### config.mk
export PLATFORM = sky130hd
export DESIGN_NAME = thermal_cmd_slave
export DESIGN_NICKNAME = d
export VERILOG_FILES = /design/src/design/thermal_cmd_pkg.sv /design/src/design/thermal_cmd_slave.sv /design/src/design/crc8_step.sv
export SDC_FILE = /design/constraint.sdc
export NUM_CORES = 1
export LEC_CHECK = 0
export ABC_CLOCK_PERIOD_IN_PS = 8600
export CAP_MARGIN = 20
export CELL_PAD_IN_SITES_DETAIL_PLACEMENT = 1
export CELL_PAD_IN_SITES_GLOBAL_PLACEMENT = 1
export CORE_ASPECT_RATIO = 0.7
export CORE_UTILIZATION = 45
export DETAILED_ROUTE_END_ITERATION = 12
export DONT_BUFFER_PORTS = 1
export MAX_ROUTING_LAYER = met4
export PLACE_DENSITY_LB_ADDON = 0.1
export SETUP_SLACK_MARGIN = 0.05
export SYNTH_ARGS = -nofsm -noshare
export SYNTH_HDL_FRONTEND = slang
export SYNTH_SLANG_ARGS = --single-unit
### constraint.sdc
create_clock -name clk -period 8.6 [get_ports clk]
set_clock_uncertainty 0.2 [all_clocks]
set_input_delay 1.29 -clock clk [delete_from_list [all_inputs] [get_ports clk]]
set_output_delay 1.29 -clock clk [all_outputs]
set_load 0.05 [all_outputs]
### src/design/thermal_cmd_pkg.sv
// Purpose: Shared constants for the thermal sensor command slave
// Assumes: Bus address, command codes and register layout as used by the host
// Notes:   Times are kept in ns and turned into cycles at the 4 ns clock

package thermal_cmd_pkg;

  // Bus addresses of the two ordered variants
  localparam logic [6:0] addr_base       = 7'h40;
  localparam logic [6:0] addr_alt        = 7'h70;

  // Single-byte commands
  localparam logic [7:0] cmd_meas_hold   = 8'hE3;
  localparam logic [7:0] cmd_meas_poll   = 8'hF3;
  localparam logic [7:0] cmd_soft_reset  = 8'hFE;
  localparam logic [7:0] cmd_cfg_write   = 8'hE6;
  localparam logic [7:0] cmd_cfg_read    = 8'hE7;

  // Two-byte commands, first and second byte
  localparam logic [7:0] cmd_sa_first    = 8'hFA;
  localparam logic [7:0] cmd_sa_second   = 8'h0F;
  localparam logic [7:0] cmd_sb_first    = 8'hFC;
  localparam logic [7:0] cmd_sb_second   = 8'hC9;
  localparam logic [7:0] cmd_fw_first    = 8'h84;
  localparam logic [7:0] cmd_fw_second   = 8'hB8;

  // Configuration register layout and value after reset
  localparam logic [7:0] cfg_reset       = 8'h3A;
  localparam int         cfg_res_hi_bit  = 7;
  localparam int         cfg_supply_bit  = 6;
  localparam int         cfg_res_lo_bit  = 0;
  localparam logic [1:0] cfg_res_reset   = {cfg_reset[cfg_res_hi_bit], cfg_reset[cfg_res_lo_bit]};
  localparam logic [4:0] reserved_bits   = cfg_reset[5:1];

  // Resolution codes {bit7, bit0}
  localparam logic [1:0] res_14          = 2'h0;
  localparam logic [1:0] res_12          = 2'h1;
  localparam logic [1:0] res_13          = 2'h2;
  localparam logic [1:0] res_11          = 2'h3;

  // Checksum generator x^8+x^5+x^4+1, cleared before the first byte
  localparam logic [7:0] crc_poly        = 8'h31;
  localparam logic [7:0] crc_init        = 8'h00;

  // Last byte index of each read answer
  localparam logic [2:0] last_meas       = 3'h2;
  localparam logic [2:0] last_sa         = 3'h7;
  localparam logic [2:0] last_sb         = 3'h5;
  localparam logic [2:0] last_single     = 3'h0;

  // Bit count of one byte on the wire
  localparam logic [3:0] byte_bits       = 4'h8;

  // Timing: clock period, data setup before a released clock, conversion
  localparam int         clk_period_ns   = 4;
  localparam int         t_su_dat_ns     = 100;
  localparam int         su_cycles       = (t_su_dat_ns + clk_period_ns - 1) / clk_period_ns;
  localparam int         t_conv_ns       = 10000;
  localparam int         conv_cycles_dft = t_conv_ns / clk_period_ns;

endpackage : thermal_cmd_pkg

### src/design/thermal_cmd_slave.sv
// Purpose: Bus slave command interpreter of a digital temperature sensor
// Assumes: SCL and SDA are open-drain pins sampled by the 250 MHz core clock
// Notes:   The sensor front end delivers temp_sample; conversion is a timer here
// Contract
// (RQ1) Answer only the configured 7-bit address, one of two variant values.
// (RQ2) Host sets direction bit one for reads, zero for writes.
// (RQ3) Command byte starts a measurement, selecting clock hold or polling mode.
// (RQ4) Decode single-byte configuration write, configuration read and soft reset.
// (RQ5) Decode two-byte commands for both serial halves and firmware revision.
// (RQ6) Host never sends undefined command codes.
// (RQ7) Hold mode keeps SCL low while converting, releases once result is ready.
// (RQ8) Polling mode refuses read address until conversion ends; host retries.
// (RQ9) Checksum follows low result byte only when host acknowledges it.
// (RQ10) Checksum is CRC-8, polynomial x^8+x^5+x^4+1, starting from zero.
// (RQ11) Serial reads carry checksums; register and revision reads never do.
// (RQ12) Low result byte always ends in two zero bits.
// (RQ13) Result is a 16-bit code sent high byte first; host scales it.
// (RQ14) Register read: write command, repeated start, read one byte, host refuses.
// (RQ15) Register write: write address, command byte, data byte, all acknowledged.
// (RQ16) First serial access sends byte, checksum pairs; second sends pairs, checksum.
// (RQ17) Serial identifier is eight bytes, first access high half, MSB first.
// (RQ18) Top byte of second serial half holds the part identification code.
// (RQ19) Revision read: two-byte command, repeated start, one byte, host refuses.
// (RQ20) Resolution from bits seven and zero: 14, 12, 13, 11 bits.
// (RQ21) Bit six is read-only supply status, one meaning supply low.
// (RQ22) Reserved bits keep their value and ignore writes; host writes back.
// (RQ23) Soft reset restores configuration and abandons any running conversion.

`timescale 1ns/1ps
`default_nettype none

module thermal_cmd_slave
  import thermal_cmd_pkg::*;
#(
  parameter logic [6:0]  dev_addr        = addr_base,
  parameter int          conv_cycles     = conv_cycles_dft,
  parameter logic [31:0] serial_high_half_bytes = 32'h1234_5678,
  parameter logic [7:0]  part_identification_byte = 8'h5A,
  parameter logic [23:0] serial_low_rest = 24'h9A_BCDE,
  parameter logic [7:0]  firmware_revision_byte = 8'h11
) (
  input  wire logic        clk,
  input  wire logic        rstn,
  input  wire logic        scl_in,
  output logic             scl_out,
  output logic             scl_oe_n,
  input  wire logic        sda_in,
  output logic             sda_out,
  output logic             sda_oe_n,
  input  wire logic [15:0] temp_sample,
  input  wire logic        supply_low_in,
  output logic             measure_busy
);

  // Counter wide enough for the conversion and the data setup wait
  localparam int CW = $clog2(conv_cycles + su_cycles + 1);
  typedef logic [CW-1:0] cnt_t;

  // Part code and revision defaults above are arbitrary neutral values
  localparam logic [31:0] serial_low_half_bytes = {part_identification_byte, serial_low_rest}; // RQ18

  if (!(dev_addr == addr_base || dev_addr == addr_alt)) begin : g_bad_addr
    $error("thermal_cmd_slave: address must be one of the two variant values");
  end
  if (conv_cycles < 1) begin : g_bad_conv
    $error("thermal_cmd_slave: conversion needs at least one cycle");
  end

  typedef enum logic [5:0] {
    st_idle  = 6'h01,
    st_addr  = 6'h02,
    st_cmd1  = 6'h04,
    st_cmd2  = 6'h08,
    st_wdata = 6'h10,
    st_tx    = 6'h20,
    st_hold  = 6'h00 | 6'h00
  } phase_tmp_e;

  typedef enum logic [6:0] {
    ph_idle  = 7'h01,
    ph_addr  = 7'h02,
    ph_cmd1  = 7'h04,
    ph_cmd2  = 7'h08,
    ph_wdata = 7'h10,
    ph_tx    = 7'h20,
    ph_hold  = 7'h40
  } phase_e;

  typedef enum logic [5:0] {
    kind_none = 6'h01,
    kind_meas = 6'h02,
    kind_reg  = 6'h04,
    kind_sa   = 6'h08,
    kind_sb   = 6'h10,
    kind_fw   = 6'h20
  } kind_e;

  typedef struct packed {
    logic       scl_m;
    logic       scl_s;
    logic       scl_d;
    logic       sda_m;
    logic       sda_s;
    logic       sda_d;
    logic       sup_m;
    logic       sup_s;
    phase_e     ph;
    logic       ack_ph;
    logic [3:0] bitcnt;
    logic [7:0] shreg;
    logic [7:0] first_cmd;
    logic [7:0] txb;
    logic [7:0] crc;
    logic       mack;
    logic       sda_drv;
    logic       scl_drv;
    kind_e      kind;
    logic       hold_mode;
    logic       busy;
    cnt_t       cnt;
    logic [15:0] result;
    logic [1:0] res;
    logic [2:0] idx;
  } state_s;

  state_s s;
  state_s n;

  logic       rise;
  logic       fall;
  logic       start;
  logic       stop;
  logic       poll_busy;
  logic       addr_dec;
  logic       cmd_exec;
  logic       wdata_exec;
  logic [7:0] cfg_value;
  logic [2:0] sel_idx;
  logic [7:0] crc_base;
  logic [8:0] pick;
  logic [7:0] load_byte;
  logic [7:0] crc_next;
  logic [7:0] load_crc;

  // Result bits below the selected resolution read as zero; two LSBs always do
  function automatic logic [15:0] res_mask(input logic [1:0] r);
    unique case (r)
      res_14:  res_mask = 16'hFFFC; // RQ20 RQ12
      res_13:  res_mask = 16'hFFF8; // RQ20
      res_12:  res_mask = 16'hFFF0; // RQ20
      default: res_mask = 16'hFFE0; // RQ20
    endcase
  endfunction : res_mask

  // Answer byte per transfer kind and index; bit 8 marks a checksum slot
  function automatic logic [8:0] pick_byte(input kind_e k, input logic [2:0] i,
                                           input logic [15:0] r, input logic [7:0] cfg);
    pick_byte = {1'b0, 8'hFF};
    unique case (k)
      kind_meas: begin
        if (i == 3'h0) pick_byte = {1'b0, r[15:8]}; // RQ13
        else if (i == 3'h1) pick_byte = {1'b0, r[7:0]};
        else pick_byte = {1'b1, 8'h00}; // RQ9
      end
      kind_reg:  pick_byte = {1'b0, cfg}; // RQ11 RQ14
      kind_fw:   pick_byte = {1'b0, firmware_revision_byte}; // RQ11 RQ19
      kind_sa: begin
        if (i[0]) pick_byte = {1'b1, 8'h00}; // RQ16
        else pick_byte = {1'b0, serial_high_half_bytes[{2'h3 - i[2:1], 3'h0} +: 8]}; // RQ17
      end
      kind_sb: begin
        unique case (i)
          3'h0:    pick_byte = {1'b0, serial_low_half_bytes[31:24]}; // RQ17
          3'h1:    pick_byte = {1'b0, serial_low_half_bytes[23:16]};
          3'h3:    pick_byte = {1'b0, serial_low_half_bytes[15:8]};
          3'h4:    pick_byte = {1'b0, serial_low_half_bytes[7:0]};
          default: pick_byte = {1'b1, 8'h00}; // RQ16
        endcase
      end
      default:   pick_byte = {1'b0, 8'hFF};
    endcase
  endfunction : pick_byte

  function automatic logic [2:0] last_idx(input kind_e k);
    unique case (k)
      kind_meas: last_idx = last_meas;
      kind_sa:   last_idx = last_sa;
      kind_sb:   last_idx = last_sb;
      default:   last_idx = last_single;
    endcase
  endfunction : last_idx

  // Bus events from the synchronised pins; only second and third stage are read
  assign rise      = s.scl_s & ~s.scl_d;
  assign fall      = ~s.scl_s & s.scl_d;
  assign start     = s.scl_s & s.scl_d & s.sda_d & ~s.sda_s;
  assign stop      = s.scl_s & s.scl_d & ~s.sda_d & s.sda_s;
  assign poll_busy = (s.kind == kind_meas) & ~s.hold_mode & s.busy;
  assign addr_dec  = fall & ~start & ~stop & (s.ph == ph_addr) & ~s.ack_ph & (s.bitcnt == byte_bits);
  assign cmd_exec  = fall & ~start & ~stop & (s.ph == ph_cmd1) & s.ack_ph;
  assign wdata_exec = fall & ~start & ~stop & (s.ph == ph_wdata) & s.ack_ph;

  // Reserved bits are constants, so writes cannot reach them
  assign cfg_value = {s.res[1], s.sup_s, reserved_bits, s.res[0]}; // RQ21 RQ22

  // Next answer byte; the checksum restarts from zero for each read
  assign sel_idx   = (s.ph == ph_tx) ? s.idx + 3'h1 : 3'h0;
  assign crc_base  = (s.ph == ph_tx) ? s.crc : crc_init; // RQ10
  assign pick      = pick_byte(s.kind, sel_idx, s.result, cfg_value);
  assign load_byte = pick[8] ? crc_base : pick[7:0]; // RQ11
  assign load_crc  = pick[8] ? crc_base : crc_next;

  crc8_step #(
    .poly    (crc_poly)
  ) u_crc (
    .crc_in  (crc_base),
    .data    (pick[7:0]),
    .crc_out (crc_next) // RQ10
  );

  // Whole next state in one place
  always_comb begin
    n = s;
    n.scl_m = scl_in;
    n.scl_s = s.scl_m;
    n.scl_d = s.scl_s;
    n.sda_m = sda_in;
    n.sda_s = s.sda_m;
    n.sda_d = s.sda_s;
    n.sup_m = supply_low_in;
    n.sup_s = s.sup_m;
    // Conversion timer; result captured at the resolution in force at the end
    if (s.busy) begin
      if (s.cnt == '0) begin
        n.busy   = 1'b0;
        n.result = temp_sample & res_mask(s.res); // RQ12 RQ20
      end else begin
        n.cnt = s.cnt - cnt_t'(1);
      end
    end
    if (start) begin
      n.ph      = ph_addr;
      n.bitcnt  = 4'h0;
      n.ack_ph  = 1'b0;
      n.sda_drv = 1'b0;
      n.scl_drv = 1'b0;
    end else if (stop) begin
      n.ph      = ph_idle;
      n.ack_ph  = 1'b0;
      n.sda_drv = 1'b0;
      n.scl_drv = 1'b0;
    end else begin
      unique case (s.ph)
        ph_idle: begin
        end
        ph_addr, ph_cmd1, ph_cmd2, ph_wdata: begin
          if (!s.ack_ph) begin
            if (rise) begin
              n.shreg  = {s.shreg[6:0], s.sda_s};
              n.bitcnt = s.bitcnt + 4'h1;
            end else if (fall && s.bitcnt == byte_bits) begin
              n.bitcnt = 4'h0;
              // A foreign address, or a read while polling, gets no acknowledge
              if (s.ph != ph_addr || (s.shreg[7:1] == dev_addr && !(s.shreg[0] && poll_busy))) begin // RQ1 RQ8
                n.ack_ph  = 1'b1;
                n.sda_drv = 1'b1;
              end else begin
                n.ph = ph_idle;
              end
            end
          end else if (fall) begin
            n.ack_ph  = 1'b0;
            n.sda_drv = 1'b0;
            unique case (s.ph)
              ph_addr: begin
                if (!s.shreg[0]) begin
                  n.ph = ph_cmd1;
                end else if (s.kind == kind_meas && s.busy) begin
                  n.ph      = ph_hold; // RQ7
                  n.scl_drv = 1'b1;
                end else begin
                  n.ph      = ph_tx;
                  n.idx     = sel_idx;
                  n.txb     = load_byte;
                  n.crc     = load_crc;
                  n.sda_drv = ~load_byte[7];
                  n.bitcnt  = 4'h1;
                  n.mack    = 1'b0;
                end
              end
              ph_cmd1: begin
                n.ph = ph_idle;
                if (s.shreg == cmd_meas_hold || s.shreg == cmd_meas_poll) begin
                  n.kind      = kind_meas; // RQ3
                  n.hold_mode = (s.shreg == cmd_meas_hold);
                  n.busy      = 1'b1;
                  n.cnt       = cnt_t'(conv_cycles - 1);
                end else if (s.shreg == cmd_soft_reset) begin
                  n.res  = cfg_res_reset; // RQ4 RQ23
                  n.busy = 1'b0;
                  n.kind = kind_none;
                end else if (s.shreg == cmd_cfg_write) begin
                  n.ph = ph_wdata; // RQ4 RQ15
                end else if (s.shreg == cmd_cfg_read) begin
                  n.kind = kind_reg; // RQ4
                end else if (s.shreg == cmd_sa_first || s.shreg == cmd_sb_first || s.shreg == cmd_fw_first) begin
                  n.first_cmd = s.shreg; // RQ5
                  n.ph        = ph_cmd2;
                end else begin
                  n.kind = kind_none;
                end
              end
              ph_cmd2: begin
                n.ph = ph_idle;
                if (s.first_cmd == cmd_sa_first && s.shreg == cmd_sa_second) n.kind = kind_sa; // RQ5
                else if (s.first_cmd == cmd_sb_first && s.shreg == cmd_sb_second) n.kind = kind_sb;
                else if (s.first_cmd == cmd_fw_first && s.shreg == cmd_fw_second) n.kind = kind_fw;
                else n.kind = kind_none;
              end
              default: begin
                n.ph  = ph_idle;
                n.res = {s.shreg[cfg_res_hi_bit], s.shreg[cfg_res_lo_bit]}; // RQ15 RQ20 RQ22
              end
            endcase
          end
        end
        ph_tx: begin
          if (!s.ack_ph) begin
            if (fall) begin
              if (s.bitcnt == byte_bits) begin
                n.sda_drv = 1'b0;
                n.ack_ph  = 1'b1;
              end else begin
                n.sda_drv = ~s.txb[3'h7 - s.bitcnt[2:0]];
                n.bitcnt  = s.bitcnt + 4'h1;
              end
            end
          end else if (rise) begin
            n.mack = ~s.sda_s;
          end else if (fall) begin
            n.ack_ph = 1'b0;
            // Another byte only after an acknowledge; a refusal ends the read
            if (s.mack && s.idx != last_idx(s.kind)) begin // RQ9 RQ16
              n.idx     = sel_idx;
              n.txb     = load_byte;
              n.crc     = load_crc;
              n.sda_drv = ~load_byte[7];
              n.bitcnt  = 4'h1;
              n.mack    = 1'b0;
            end else begin
              n.ph = ph_idle;
            end
          end
        end
        ph_hold: begin
          // Put the first bit out, then give it the setup time before releasing SCL
          if (s.busy) begin
            n.scl_drv = 1'b1; // RQ7
          end else if (!s.ack_ph) begin
            n.ack_ph  = 1'b1;
            n.idx     = sel_idx;
            n.txb     = load_byte;
            n.crc     = load_crc;
            n.sda_drv = ~load_byte[7];
            n.bitcnt  = 4'h1;
            n.mack    = 1'b0;
            n.cnt     = cnt_t'(su_cycles);
          end else if (s.cnt == '0) begin
            n.scl_drv = 1'b0; // RQ7
            n.ack_ph  = 1'b0;
            n.ph      = ph_tx;
          end else begin
            n.cnt = s.cnt - cnt_t'(1);
          end
        end
        default: begin
          n.ph = ph_idle;
        end
      endcase
    end
  end

  // Pins idle high in the synchronisers so release does not look like a start
  always_ff @(posedge clk or negedge rstn) begin
    if (!rstn) begin
      s       <= '0;
      s.scl_m <= 1'b1;
      s.scl_s <= 1'b1;
      s.scl_d <= 1'b1;
      s.sda_m <= 1'b1;
      s.sda_s <= 1'b1;
      s.sda_d <= 1'b1;
      s.ph    <= ph_idle;
      s.kind  <= kind_none;
      s.res   <= cfg_res_reset;
    end else begin
      s <= n;
    end
  end

  // Open-drain outputs only ever pull low
  assign scl_out      = 1'b0;
  assign sda_out      = 1'b0;
  assign scl_oe_n     = ~s.scl_drv;
  assign sda_oe_n     = ~s.sda_drv;
  assign measure_busy = s.busy;
endmodule : thermal_cmd_slave

`default_nettype wire

### src/design/crc8_step.sv
// Purpose: One-byte step of the result checksum, MSB first
// Assumes: Caller holds the running value and feeds one byte at a time
// Notes:   Purely combinational; eight shifts unrolled by the loop

`timescale 1ns/1ps
`default_nettype none

module crc8_step
  import thermal_cmd_pkg::*;
#(
  parameter logic [7:0] poly = crc_poly
) (
  input  wire logic [7:0] crc_in,
  input  wire logic [7:0] data,
  output logic      [7:0] crc_out
);

  logic [7:0] c;

  // An even polynomial would drop the x^0 term and break the check
  if (poly[0] != 1'b1) begin : g_bad_poly
    $error("crc8_step: polynomial must have the x^0 term");
  end

  // Shift the byte through the generator, one bit per pass
  always_comb begin
    c = crc_in ^ data;
    for (int k = 0; k < 8; k++) begin
      c = c[7] ? ({c[6:0], 1'b0} ^ poly) : {c[6:0], 1'b0};
    end
    crc_out = c;
  end

endmodule : crc8_step

`default_nettype wire

==> results.sh, run 1 <==
export IMPL_run_status="finished, final reports clean"
export IMPL_die_y_um=100.0
export IMPL_ys_async_sr_fraction=1.000
export IMPL_rsz0062_at_grt="no"
export IMPL_power_share_combinational=0.231
export IMPL_drt_first_pass_iters=4
export IMPL_tritoncts="built"
export IMPL_syn_mean_instance_area_sq_um=8.783
export IMPL_layout_worst_path_cycle_share=0.4472
export IMPL_p_int_w=0.0008389
export IMPL_hold_class="reg -> reg"
export IMPL_maxSlewViolCount=0
export IMPL_floorplan_core_area_sq_um=13270
export IMPL_setup_tns_ns=0
export IMPL_cp_common_cell="o211ai_1"
export IMPL_critical_path_cell_chain="ha_1, nand2_1, nor3_2, o211ai_1, nand2b_1, a22o_1, o21ai_0, o211ai_1"
export IMPL_clock_fmax_mhz=260.0
export IMPL_r2r_worst_path_cells=8
export IMPL_netSwitchingFraction=0.3531
export IMPL_grt_overflow_total=0
export IMPL_synthCells=703
export IMPL_tritoncts_num_sinks=94
export IMPL_die_width_um=142.0
export IMPL_worstHoldPathCells=0
export IMPL_final_total_pwr_w=0.001297
export IMPL_clk_latency_ns=0.34
export IMPL_antenna_cells=0
export IMPL_power_frac_clock=0.303
export IMPL_post_route_cells_drive_above_1_share=0.1038
export IMPL_max_cap_viol_count=0
export IMPL_vias_in_the_first_global_route=5429
export IMPL_hold_viol=0
export IMPL_buffer_ports_inserted=0
export IMPL_worstSetupPathType="reg -> reg"
export IMPL_cp_required_ns=8.61
export IMPL_ys_seq_area_frac=0.3826
export IMPL_r2r_setup_slack_ns=4.75
export IMPL_period_minus_slack_ns=3.846
export IMPL_worst_path_max_fanout=23
export IMPL_netSwitchingPower_w=0.0004580
export IMPL_global_route_usage_total=0.2772
export IMPL_tritoncts_num_buffers=9
export IMPL_slew_limit_headroom=0.3762
export IMPL_p_leak_nw=2.650
export IMPL_clkTransAtPathRegs_ns=0.07
export IMPL_fill_cells=1536
export IMPL_post_cts_resize_count=0
export IMPL_num_io_pins=26
export IMPL_seq_area_sq_um=2362
export IMPL_vias_per_cell=6.161
export IMPL_crit_path_max_incr_delay_ns=0.78
export IMPL_die_area_sq_um=14200
export IMPL_route_antenna_remaining_nets=0
export IMPL_grt_max_degree=95
export IMPL_critical_path_endpoint_type="flop"
export IMPL_cpMaxStageDelayCell="ha_1"
export IMPL_floorplan_initialDensity=0.4653
export IMPL_num_vias=5354
export IMPL_routabilityCongestion=0.8872
export IMPL_synth_seq_cells=94
export IMPL_grt_antenna_before_repair=0
export IMPL_wirelength_um=17880
export IMPL_cts_buffer_depth=2
export IMPL_cts_htree_levels=3
export IMPL_setup_viol_count_final=0
export IMPL_power_density_nw_per_um2=198.7
export IMPL_ys_types=80
export IMPL_cp_start_kind="flop"
export IMPL_row_cnt=35
export IMPL_dr_drc_count=0
export IMPL_dp_final_hpwl_um=12790
export IMPL_drt_iter0_drc=406
export IMPL_cts_hold_buf=0
export IMPL_synth_top_cells_by_area="dfrtp_1 (35%), nand2_1 (6.5%), o21ai_0 (4.1%)"
export IMPL_synth_edf_count=0
export IMPL_yosys_top_cells_count="nand2_1 (107), dfrtp_1 (86), nor2_1 (50), o21ai_0 (50), a21oi_1 (41)"
export IMPL_synth_flop_cell="dfrtp_1"
export IMPL_global_route_wire_length_before_repair_um=29750
export IMPL_crit_arrival_ns=3.86
export IMPL_post_synth_instance_area_sq_um=6175
export IMPL_yosysTopAreaCell="dfrtp_1"
export IMPL_root_buffer="clkbuf_16"
export IMPL_yosysMostFrequentCell="nand2_1"
export IMPL_yosysWarnings=0
export IMPL_postCtsSetupRepairBufs=0
export IMPL_worst_slew_pin_transition_ns=0.9357
export IMPL_multi_input_area_sq_um=3546
export IMPL_layout_area_overhead_vs_synth_pct=5.735
export IMPL_portion_of_synthesized_cell_area_occupied_by_the_leading_cell_type=0.3485
export IMPL_sequentialPowerShare=0.466
export IMPL_power_ir_vdd_worst_mv=0.1044
export IMPL_wl_cell_um=20.57
export IMPL_count_of_nets_after_finishing=709
[cells by family after synthesis]
logic type | share of synthesized area
AOI/OAI and AO/OA | 0.1966
xor gates and xnor gates | 0.06809
adders and majority gates | 0.01824
buffers and inverters | 0.04377
DFF | 0.3826
muxes | 0.05390
other | 0.0006073
and+or+nand+nor | 0.2363
[path summary, 6_finish.rpt]
check	from	endpoint
setup / recovery	s[93]	s[25]
hold / removal	n[91]	n[90]
setup reg to reg	s[93]	s[25]
hold reg to reg	n[91]	n[90]
max in group asynchronous	rstn	n[93]
min in group asynchronous	rstn	s[48]
[critical path: cells and delay by family, from the launching register on]
family	cells	cell delay, ns
AO/OA/AOI/OAI	4	0.85
adder cells (fa/ha/maj)	1	0.78
flip-flops	1	0.57
AND/OR/NAND/NOR	3	1.30
[power by group through the flow]
| stage | Sequential, W | Combinational (W) | Clock, W |
|---|---|---|---|
| floorplan | 0.000587 | 0.000237 | 0 |
| global placement | 0.000608 | 0.000281 | 0 |
| detailed placement | 0.000613 | 0.000295 | 0 |
| CTS | 0.000604 | 0.000298 | 0.000404 |
| global route | 0.000616 | 0.000337 | 0.000416 |
| finish | 0.000604 | 0.000300 | 0.000393 |
[layout make-up]
type | count | share of cell area
inverter | 19 | 0.01092
sequential | 94 | 0.3618
clock buffer | 9 | 0.03450
clock inverter | 7 | 0.008432
timing repair buffer | 5 | 0.005749
multi-input combinational | 550 | 0.5431
tap | 185 | 0.03545
[metrics by stage]
stage / instance area (sq um) / setup slack (ns) / std cells / hold slack [ns] / utilization
global placement: 6248 / 4.889 / 853 / 0.1379 / 0.4709
finish: 6529 / 4.754 / 869 / 0.1579 / 0.4920
CTS: 6529 / 4.790 / 869 / 0.1606 / 0.4920
global route: 6529 / 4.435 / 869 / 0.1617 / 0.4920
detailed placement: 6248 / 4.769 / 853 / 0.1490 / 0.4709
floorplan: 6178 / 5.477 / 704 / 0.1312 / -
[state kept, by name, indices dropped and copies added, names as in the netlist]
register and flops:
cfg_value 3, measure_busy 1, n 5, s 85
[cells in the final DEF (no fill, tap or decap), types with 12 or more instances in the layout]
cell type  count
dfrtp_1       86
a21oi_1       41
nand3_1       25
nor2_1        50
a31oi_1       12
mux2_2        22
xnor2_1       23
nor3_1        18
nand4_1       14
o21ai_0       50
inv_1         18
nand2_1      107
xor2_1        13
[routing by layer]
layer | up-vias | global-route usage | wire length [um]
met4 | 0 | 0.04467 | 113
met2 | 93 | 0.3948 | 7861
li1 | 2505 | - | -
met1 | 2745 | 0.4168 | 9171
met5 | - | - | 0
met3 | 11 | 0.04485 | 730
No activity file was read; power rests on OpenSTA's default activity.
==> inputs of run 2 (changes only) <==
--- a/config.mk
+++ b/config.mk
@@ -5,7 +5,7 @@
 export SDC_FILE = /design/constraint.sdc
 export NUM_CORES = 1
 export LEC_CHECK = 0
-export ABC_CLOCK_PERIOD_IN_PS = 8600
+export ABC_CLOCK_PERIOD_IN_PS = 3300
 export CAP_MARGIN = 20
 export CELL_PAD_IN_SITES_DETAIL_PLACEMENT = 1
 export CELL_PAD_IN_SITES_GLOBAL_PLACEMENT = 1
==> constraint.sdc (replaced) <==
create_clock -name clk -period 3.3 [get_ports clk]
set_clock_uncertainty 0.2 [all_clocks]
set_input_delay 0.495 -clock clk [delete_from_list [all_inputs] [get_ports clk]]
set_output_delay 0.495 -clock clk [all_outputs]
set_load 0.05 [all_outputs]
==> results.sh, run 2 (synthesis results as in run 1) <==
export IMPL_crit_arrival_ns=3.28
export IMPL_setup_viol_count_final=0
export IMPL_count_of_nets_after_finishing=766
export IMPL_critical_path_endpoint_type="flop"
export IMPL_r2r_worst_path_cells=11
export IMPL_critical_path_reg2reg_startpoint="s[81]"
export IMPL_crit_reg2reg_capture="s[49]"
export IMPL_layout_area_overhead_vs_synth_pct=14.61
export IMPL_global_route_usage_total=0.2890
export IMPL_final_common_cell="nand2_1"
export IMPL_max_flop_register="s"
export IMPL_worstSetupPathType="reg -> reg"
export IMPL_antenna_cells=0
export IMPL_floorplan_initialDensity=0.4653
export IMPL_die_y_um=100.0
export IMPL_die_width_um=142.0
export IMPL_r2r_setup_slack_ns=0.09
export IMPL_cts_buffer_depth=2
export IMPL_final_area_sq_um=7077
export IMPL_buffer_ports_inserted=0
export IMPL_post_route_cells_drive_above_1_share=0.1822
export IMPL_max_cap_viol_count=0
export IMPL_worst_path_max_fanout=6
export IMPL_num_io_pins=26
export IMPL_maxSlewViolCount=0
export IMPL_rsz0062_at_grt="yes"
export IMPL_grt_max_degree=95
export IMPL_worst_slew_pin_transition_ns=0.6921
export IMPL_dr_drc_count=0
export IMPL_grt_antenna_before_repair=0
export IMPL_largest_register_ff_count=85
export IMPL_hold_viol=0
export IMPL_final_total_pwr_w=0.003540
export IMPL_wirelength_um=18750
export IMPL_cp_start_kind="flop"
export IMPL_slew_limit_headroom=0.5369
export IMPL_drt_iter0_drc=340
export IMPL_die_area_sq_um=14200
export IMPL_p_leak_nw=2.941
export IMPL_final_setup_worst_slack_ns=0.08578
export IMPL_vias_per_cell=6.019
export IMPL_dp_final_hpwl_um=13910
export IMPL_most_common_layout_cells="nand2_1 (105), dfrtp_1 (83), buf_4 (56)"
export IMPL_cts_htree_levels=3
export IMPL_pre_cts_ws_ns=0.1043
export IMPL_tritoncts_num_sinks=94
export IMPL_min_to="s[12]"
export IMPL_worstHoldPathCells=1
export IMPL_clk_latency_ns=0.35
export IMPL_layout_worst_path_cycle_share=0.9740
export IMPL_cp_required_ns=3.36
export IMPL_grt_overflow_total=0
export IMPL_power_density_nw_per_um2=500.2
export IMPL_power_ir_vdd_worst_mv=0.2833
export IMPL_num_vias=5574
export IMPL_drt_first_pass_iters=4
export IMPL_root_buffer="clkbuf_16"
export IMPL_run_status="finished, final reports clean"
export IMPL_route_antenna_remaining_nets=0
export IMPL_hold_class="in -> reg"
export IMPL_clock_fmax_mhz=311.1
export IMPL_setup_tns_ns=0
export IMPL_clkTransAtPathRegs_ns=0.07
export IMPL_postPlaceCellArea_sq_um=6624
export IMPL_row_cnt=35
export IMPL_hold_ws_ns=0.09355
export IMPL_worst_min_path_start="temp_sample[7]"
export IMPL_floorplan_core_area_sq_um=13270
export IMPL_global_route_wire_length_before_repair_um=30750
export IMPL_tritoncts="built"
export IMPL_tritoncts_num_buffers=9
export IMPL_vias_in_the_first_global_route=5643
export IMPL_wl_cell_um=20.24
export IMPL_period_minus_slack_ns=3.214
export IMPL_routabilityCongestion=0.9314
[run 2: cell count changes in the layout (fill, tap and decap cells not counted), moves of 3 or more]
cell and delta:
dfrtp_2 +3, buf_4 +51, dfrtp_1 -3, nor2_1 -3
dlygate4sd3_1 +4
[run 2: stage by stage]
stage            util  instances
2_1_floorplan       -        704
3_3_place_gp   0.4992        903
3_5_place_dp   0.4992        903
4_1_cts        0.5277        924
5_1_grt        0.5333        926
6_report       0.5333        926
[run 2: timing repair]
action | 4_1_cts | 5_1_grt
hold buffers | 5 | 0
buffers inserted | 0 | 2
endpoints found under the hold margin | 97 | 0
gates resized for setup | 0 | 16
endpoints found under the setup margin | 0 | 15
[run 2: worst max-delay path by stage]
stage | slack (ns) | startpoint | cells past startpoint | end
global placement | 0.18 | s[87] | 10 | s[49]
CTS | 0.06 | s[36] | 10 | s[49]
finish | 0.09 | s[81] | 11 | s[49]
detailed placement | 0.10 | s[36] | 10 | s[49]
floorplan | 0.18 | s[81] | 11 | s[49]
global route | -0.08 | s[81] | 11 | s[49]
[run 2: power breakdown]
group	leakage [nW]	total [W]	internal (W)	switching [W]
clock	0.145	0.00109	0.000632	0.000456
sequential	1.22	0.00157	0.00135	0.000211
combinational	1.58	0.000885	0.000356	0.000530
[run 2: per-layer routing]
layer	up-vias	global-route usage	share of wire
li1	2610	-	-
met3	12	0.05391	0.056
met2	127	0.4272	0.44
met4	0	0.05294	0.0067
met1	2825	0.4148	0.50
met5	-	-	0
[run 2: cell type report]
type,instances,area (sq um)
clock inverters,4,53.80
fillers,1571,6192
repair buffers,62,499.2
flip-flops and latches,94,2366
inverters,19,71.32
multi-input cells,550,3598
well taps,185,231.5
clock buffers,12,256.5
[run 2: worst max-delay path: stages (launching register included)]
cell	delay (ns)
dfstp_2	0.41
nor2_1	0.27
nand4b_1	0.31
buf_4	0.28
nor4_4	0.31
buf_4	0.20
a21oi_1	0.07
nand2_1	0.16
xnor2_1	0.25
xnor2_4	0.20
xnor3_1	0.35
o21ai_1	0.13
==> inputs of run 3 (changes only) <==
--- a/config.mk
+++ b/config.mk
@@ -14,7 +14,7 @@
 export DETAILED_ROUTE_END_ITERATION = 12
 export DONT_BUFFER_PORTS = 1
 export MAX_ROUTING_LAYER = met4
-export PLACE_DENSITY_LB_ADDON = 0.1
+export PLACE_DENSITY = 0.78
 export SETUP_SLACK_MARGIN = 0.05
 export SYNTH_ARGS = -nofsm -noshare
 export SYNTH_HDL_FRONTEND = slang
==> results.sh, run 3 (synthesis results as in run 1) <==
export IMPL_run_status="finished, final reports clean"
export IMPL_floorplan_core_area_sq_um=13270
export IMPL_crit_arrival_ns=3.22
export IMPL_layout_area_overhead_vs_synth_pct=14.25
export IMPL_setup_tns_ns=0
export IMPL_row_cnt=35
export IMPL_die_area_sq_um=14200
export IMPL_num_io_pins=26
export IMPL_grt_max_degree=95
export IMPL_largest_register_ff_count=85
export IMPL_cp_start_kind="flop"
export IMPL_max_flop_register="s"
export IMPL_hold_class="in -> reg"
export IMPL_clk_latency_ns=0.35
export IMPL_wl_cell_um=20.35
export IMPL_postPlaceCellArea_sq_um=6579
export IMPL_setup_viol_count_final=0
export IMPL_clock_fmax_mhz=318.0
export IMPL_tritoncts_num_buffers=9
export IMPL_routabilityCongestion=0.8873
export IMPL_die_width_um=142.0
export IMPL_drt_iter0_drc=428
export IMPL_cts_htree_levels=3
export IMPL_route_antenna_remaining_nets=0
export IMPL_die_y_um=100.0
export IMPL_wirelength_um=18780
export IMPL_cpMaxStageDelayCell="dfrtp_1"
export IMPL_tritoncts="built"
export IMPL_rsz0062_at_grt="yes"
export IMPL_vias_per_cell=6.080
export IMPL_seq_area_sq_um=2365
export IMPL_layout_worst_path_cycle_share=0.9528
export IMPL_floorplan_initialDensity=0.4653
export IMPL_power_density_nw_per_um2=499.1
export IMPL_global_route_wire_length_before_repair_um=30530
export IMPL_buffer_ports_inserted=0
export IMPL_worst_path_max_fanout=5
export IMPL_crit_path_max_incr_delay_ns=0.45
export IMPL_critical_path_endpoint_type="flop"
export IMPL_final_common_cell="nand2_1"
export IMPL_dr_drc_count=0
export IMPL_root_buffer="clkbuf_16"
export IMPL_vias_in_the_first_global_route=5718
export IMPL_hold_viol=0
export IMPL_power_ir_vdd_worst_mv=0.2582
export IMPL_cp_required_ns=3.38
export IMPL_fill_cells=1548
export IMPL_tritoncts_num_sinks=94
export IMPL_antenna_cells=0
export IMPL_p_leak_nw=2.935
export IMPL_num_vias=5612
export IMPL_count_of_nets_after_finishing=763
export IMPL_global_route_usage_total=0.2856
export IMPL_cts_buffer_depth=2
export IMPL_final_area_sq_um=7054
export IMPL_max_cap_viol_count=0
export IMPL_period_minus_slack_ns=3.144
export IMPL_grt_antenna_before_repair=0
export IMPL_critical_path_cell_chain="ha_1, xnor2_2, buf_4, nand2_1, a31oi_1, a211o_1, a221oi_4, buf_4, xnor2_4, xnor2_4, xnor3_1, o21ai_1"
export IMPL_clkTransAtPathRegs_ns=0.07
export IMPL_post_route_cells_drive_above_1_share=0.1789
export IMPL_dp_final_hpwl_um=13640
export IMPL_multi_input_area_sq_um=3622
export IMPL_slew_limit_headroom=0.4727
export IMPL_maxSlewViolCount=0
export IMPL_most_common_layout_cells="nand2_1 (106), dfrtp_1 (84), buf_4 (54)"
export IMPL_grt_overflow_total=0
export IMPL_worstSetupPathType="reg -> reg"
export IMPL_worst_slew_pin_transition_ns=0.7880
export IMPL_drt_first_pass_iters=5
==> run 3: cell type report <==
| cell class | instances | area share |
|---|---|---|
| inverter | 19 | 0.01011 |
| timing repair buffer | 59 | 0.06705 |
| clock buffer | 11 | 0.03299 |
| clock inverter | 5 | 0.008336 |
| tap | 185 | 0.03281 |
| sequential | 94 | 0.3352 |
| multi-input combinational | 550 | 0.5135 |
==> run 3: final timing paths <==
path                                     start           end  slack (ns)  cells past startpoint
worst max-delay path                      s[1]         s[49]        0.16                     12
worst min-delay path            temp_sample[4]          s[9]        0.08                      2
worst max register to register            s[1]         s[49]        0.16                     12
worst min register to register           n[88]  cfg_value[6]        0.16                      0
max in group asynchronous                 rstn         s[85]        1.95                      2
min in group asynchronous                 rstn         s[48]        0.54                      2
==> run 3: repair_timing <==
item | 4_1_cts | 5_1_grt
hold buffers | 5 | 0
endpoints found under the setup margin | 0 | 13
gates resized for setup | 0 | 16
hold endpoints to repair | 97 | 0
buffers inserted | 0 | 5
==> run 3: critical path: cells and delay by family, from the launching register on <==
family                   cells  cell delay (ns)
AO/OA/AOI/OAI                4             0.74
XOR/XNOR                     4             0.86
adder cells (fa/ha/maj)      1             0.28
buffers and inverters        2             0.36
flip-flops                   1             0.45
AND/OR/NAND/NOR              1             0.17
==> run 3: power by group <==
| group | switching [W] | leakage, nW | internal, W |
|---|---|---|---|
| clock | 0.000474 | 0.136 | 0.000590 |
| combinational | 0.000521 | 1.58 | 0.000357 |
| sequential | 0.000225 | 1.22 | 0.00135 |
| total | 0.00122 | 2.93 | 0.00230 |
==> run 3: per-stage QoR <==
stage | power, W | cells | hold WS (ns) | worst slack [ns] | util
6_report | 0.003521 | 923 | 0.07977 | 0.1558 | 0.5316
5_1_grt | 0.003720 | 923 | 0.07851 | 0.02938 | 0.5316
4_1_cts | 0.003544 | 918 | 0.06829 | 0.06121 | 0.5229
3_5_place_dp | 0.002419 | 897 | 0.001792 | 0.07928 | 0.4958
3_3_place_gp | 0.002363 | 897 | 0.002400 | 0.1525 | 0.4958
2_1_floorplan | 0.002146 | 704 | -0.0005910 | 0.1771 | -
==> run 3: per-layer routing <==
metal | share of wire | wire length [um] | vias to the layer above | global-route usage
met5 | 0 | 0 | - | -
met4 | 0.0083 | 156 | 0 | 0.06782
met3 | 0.050 | 947 | 17 | 0.05439
met2 | 0.46 | 8565 | 133 | 0.4178
met1 | 0.49 | 9113 | 2848 | 0.4067
li1 | - | - | 2614 | -
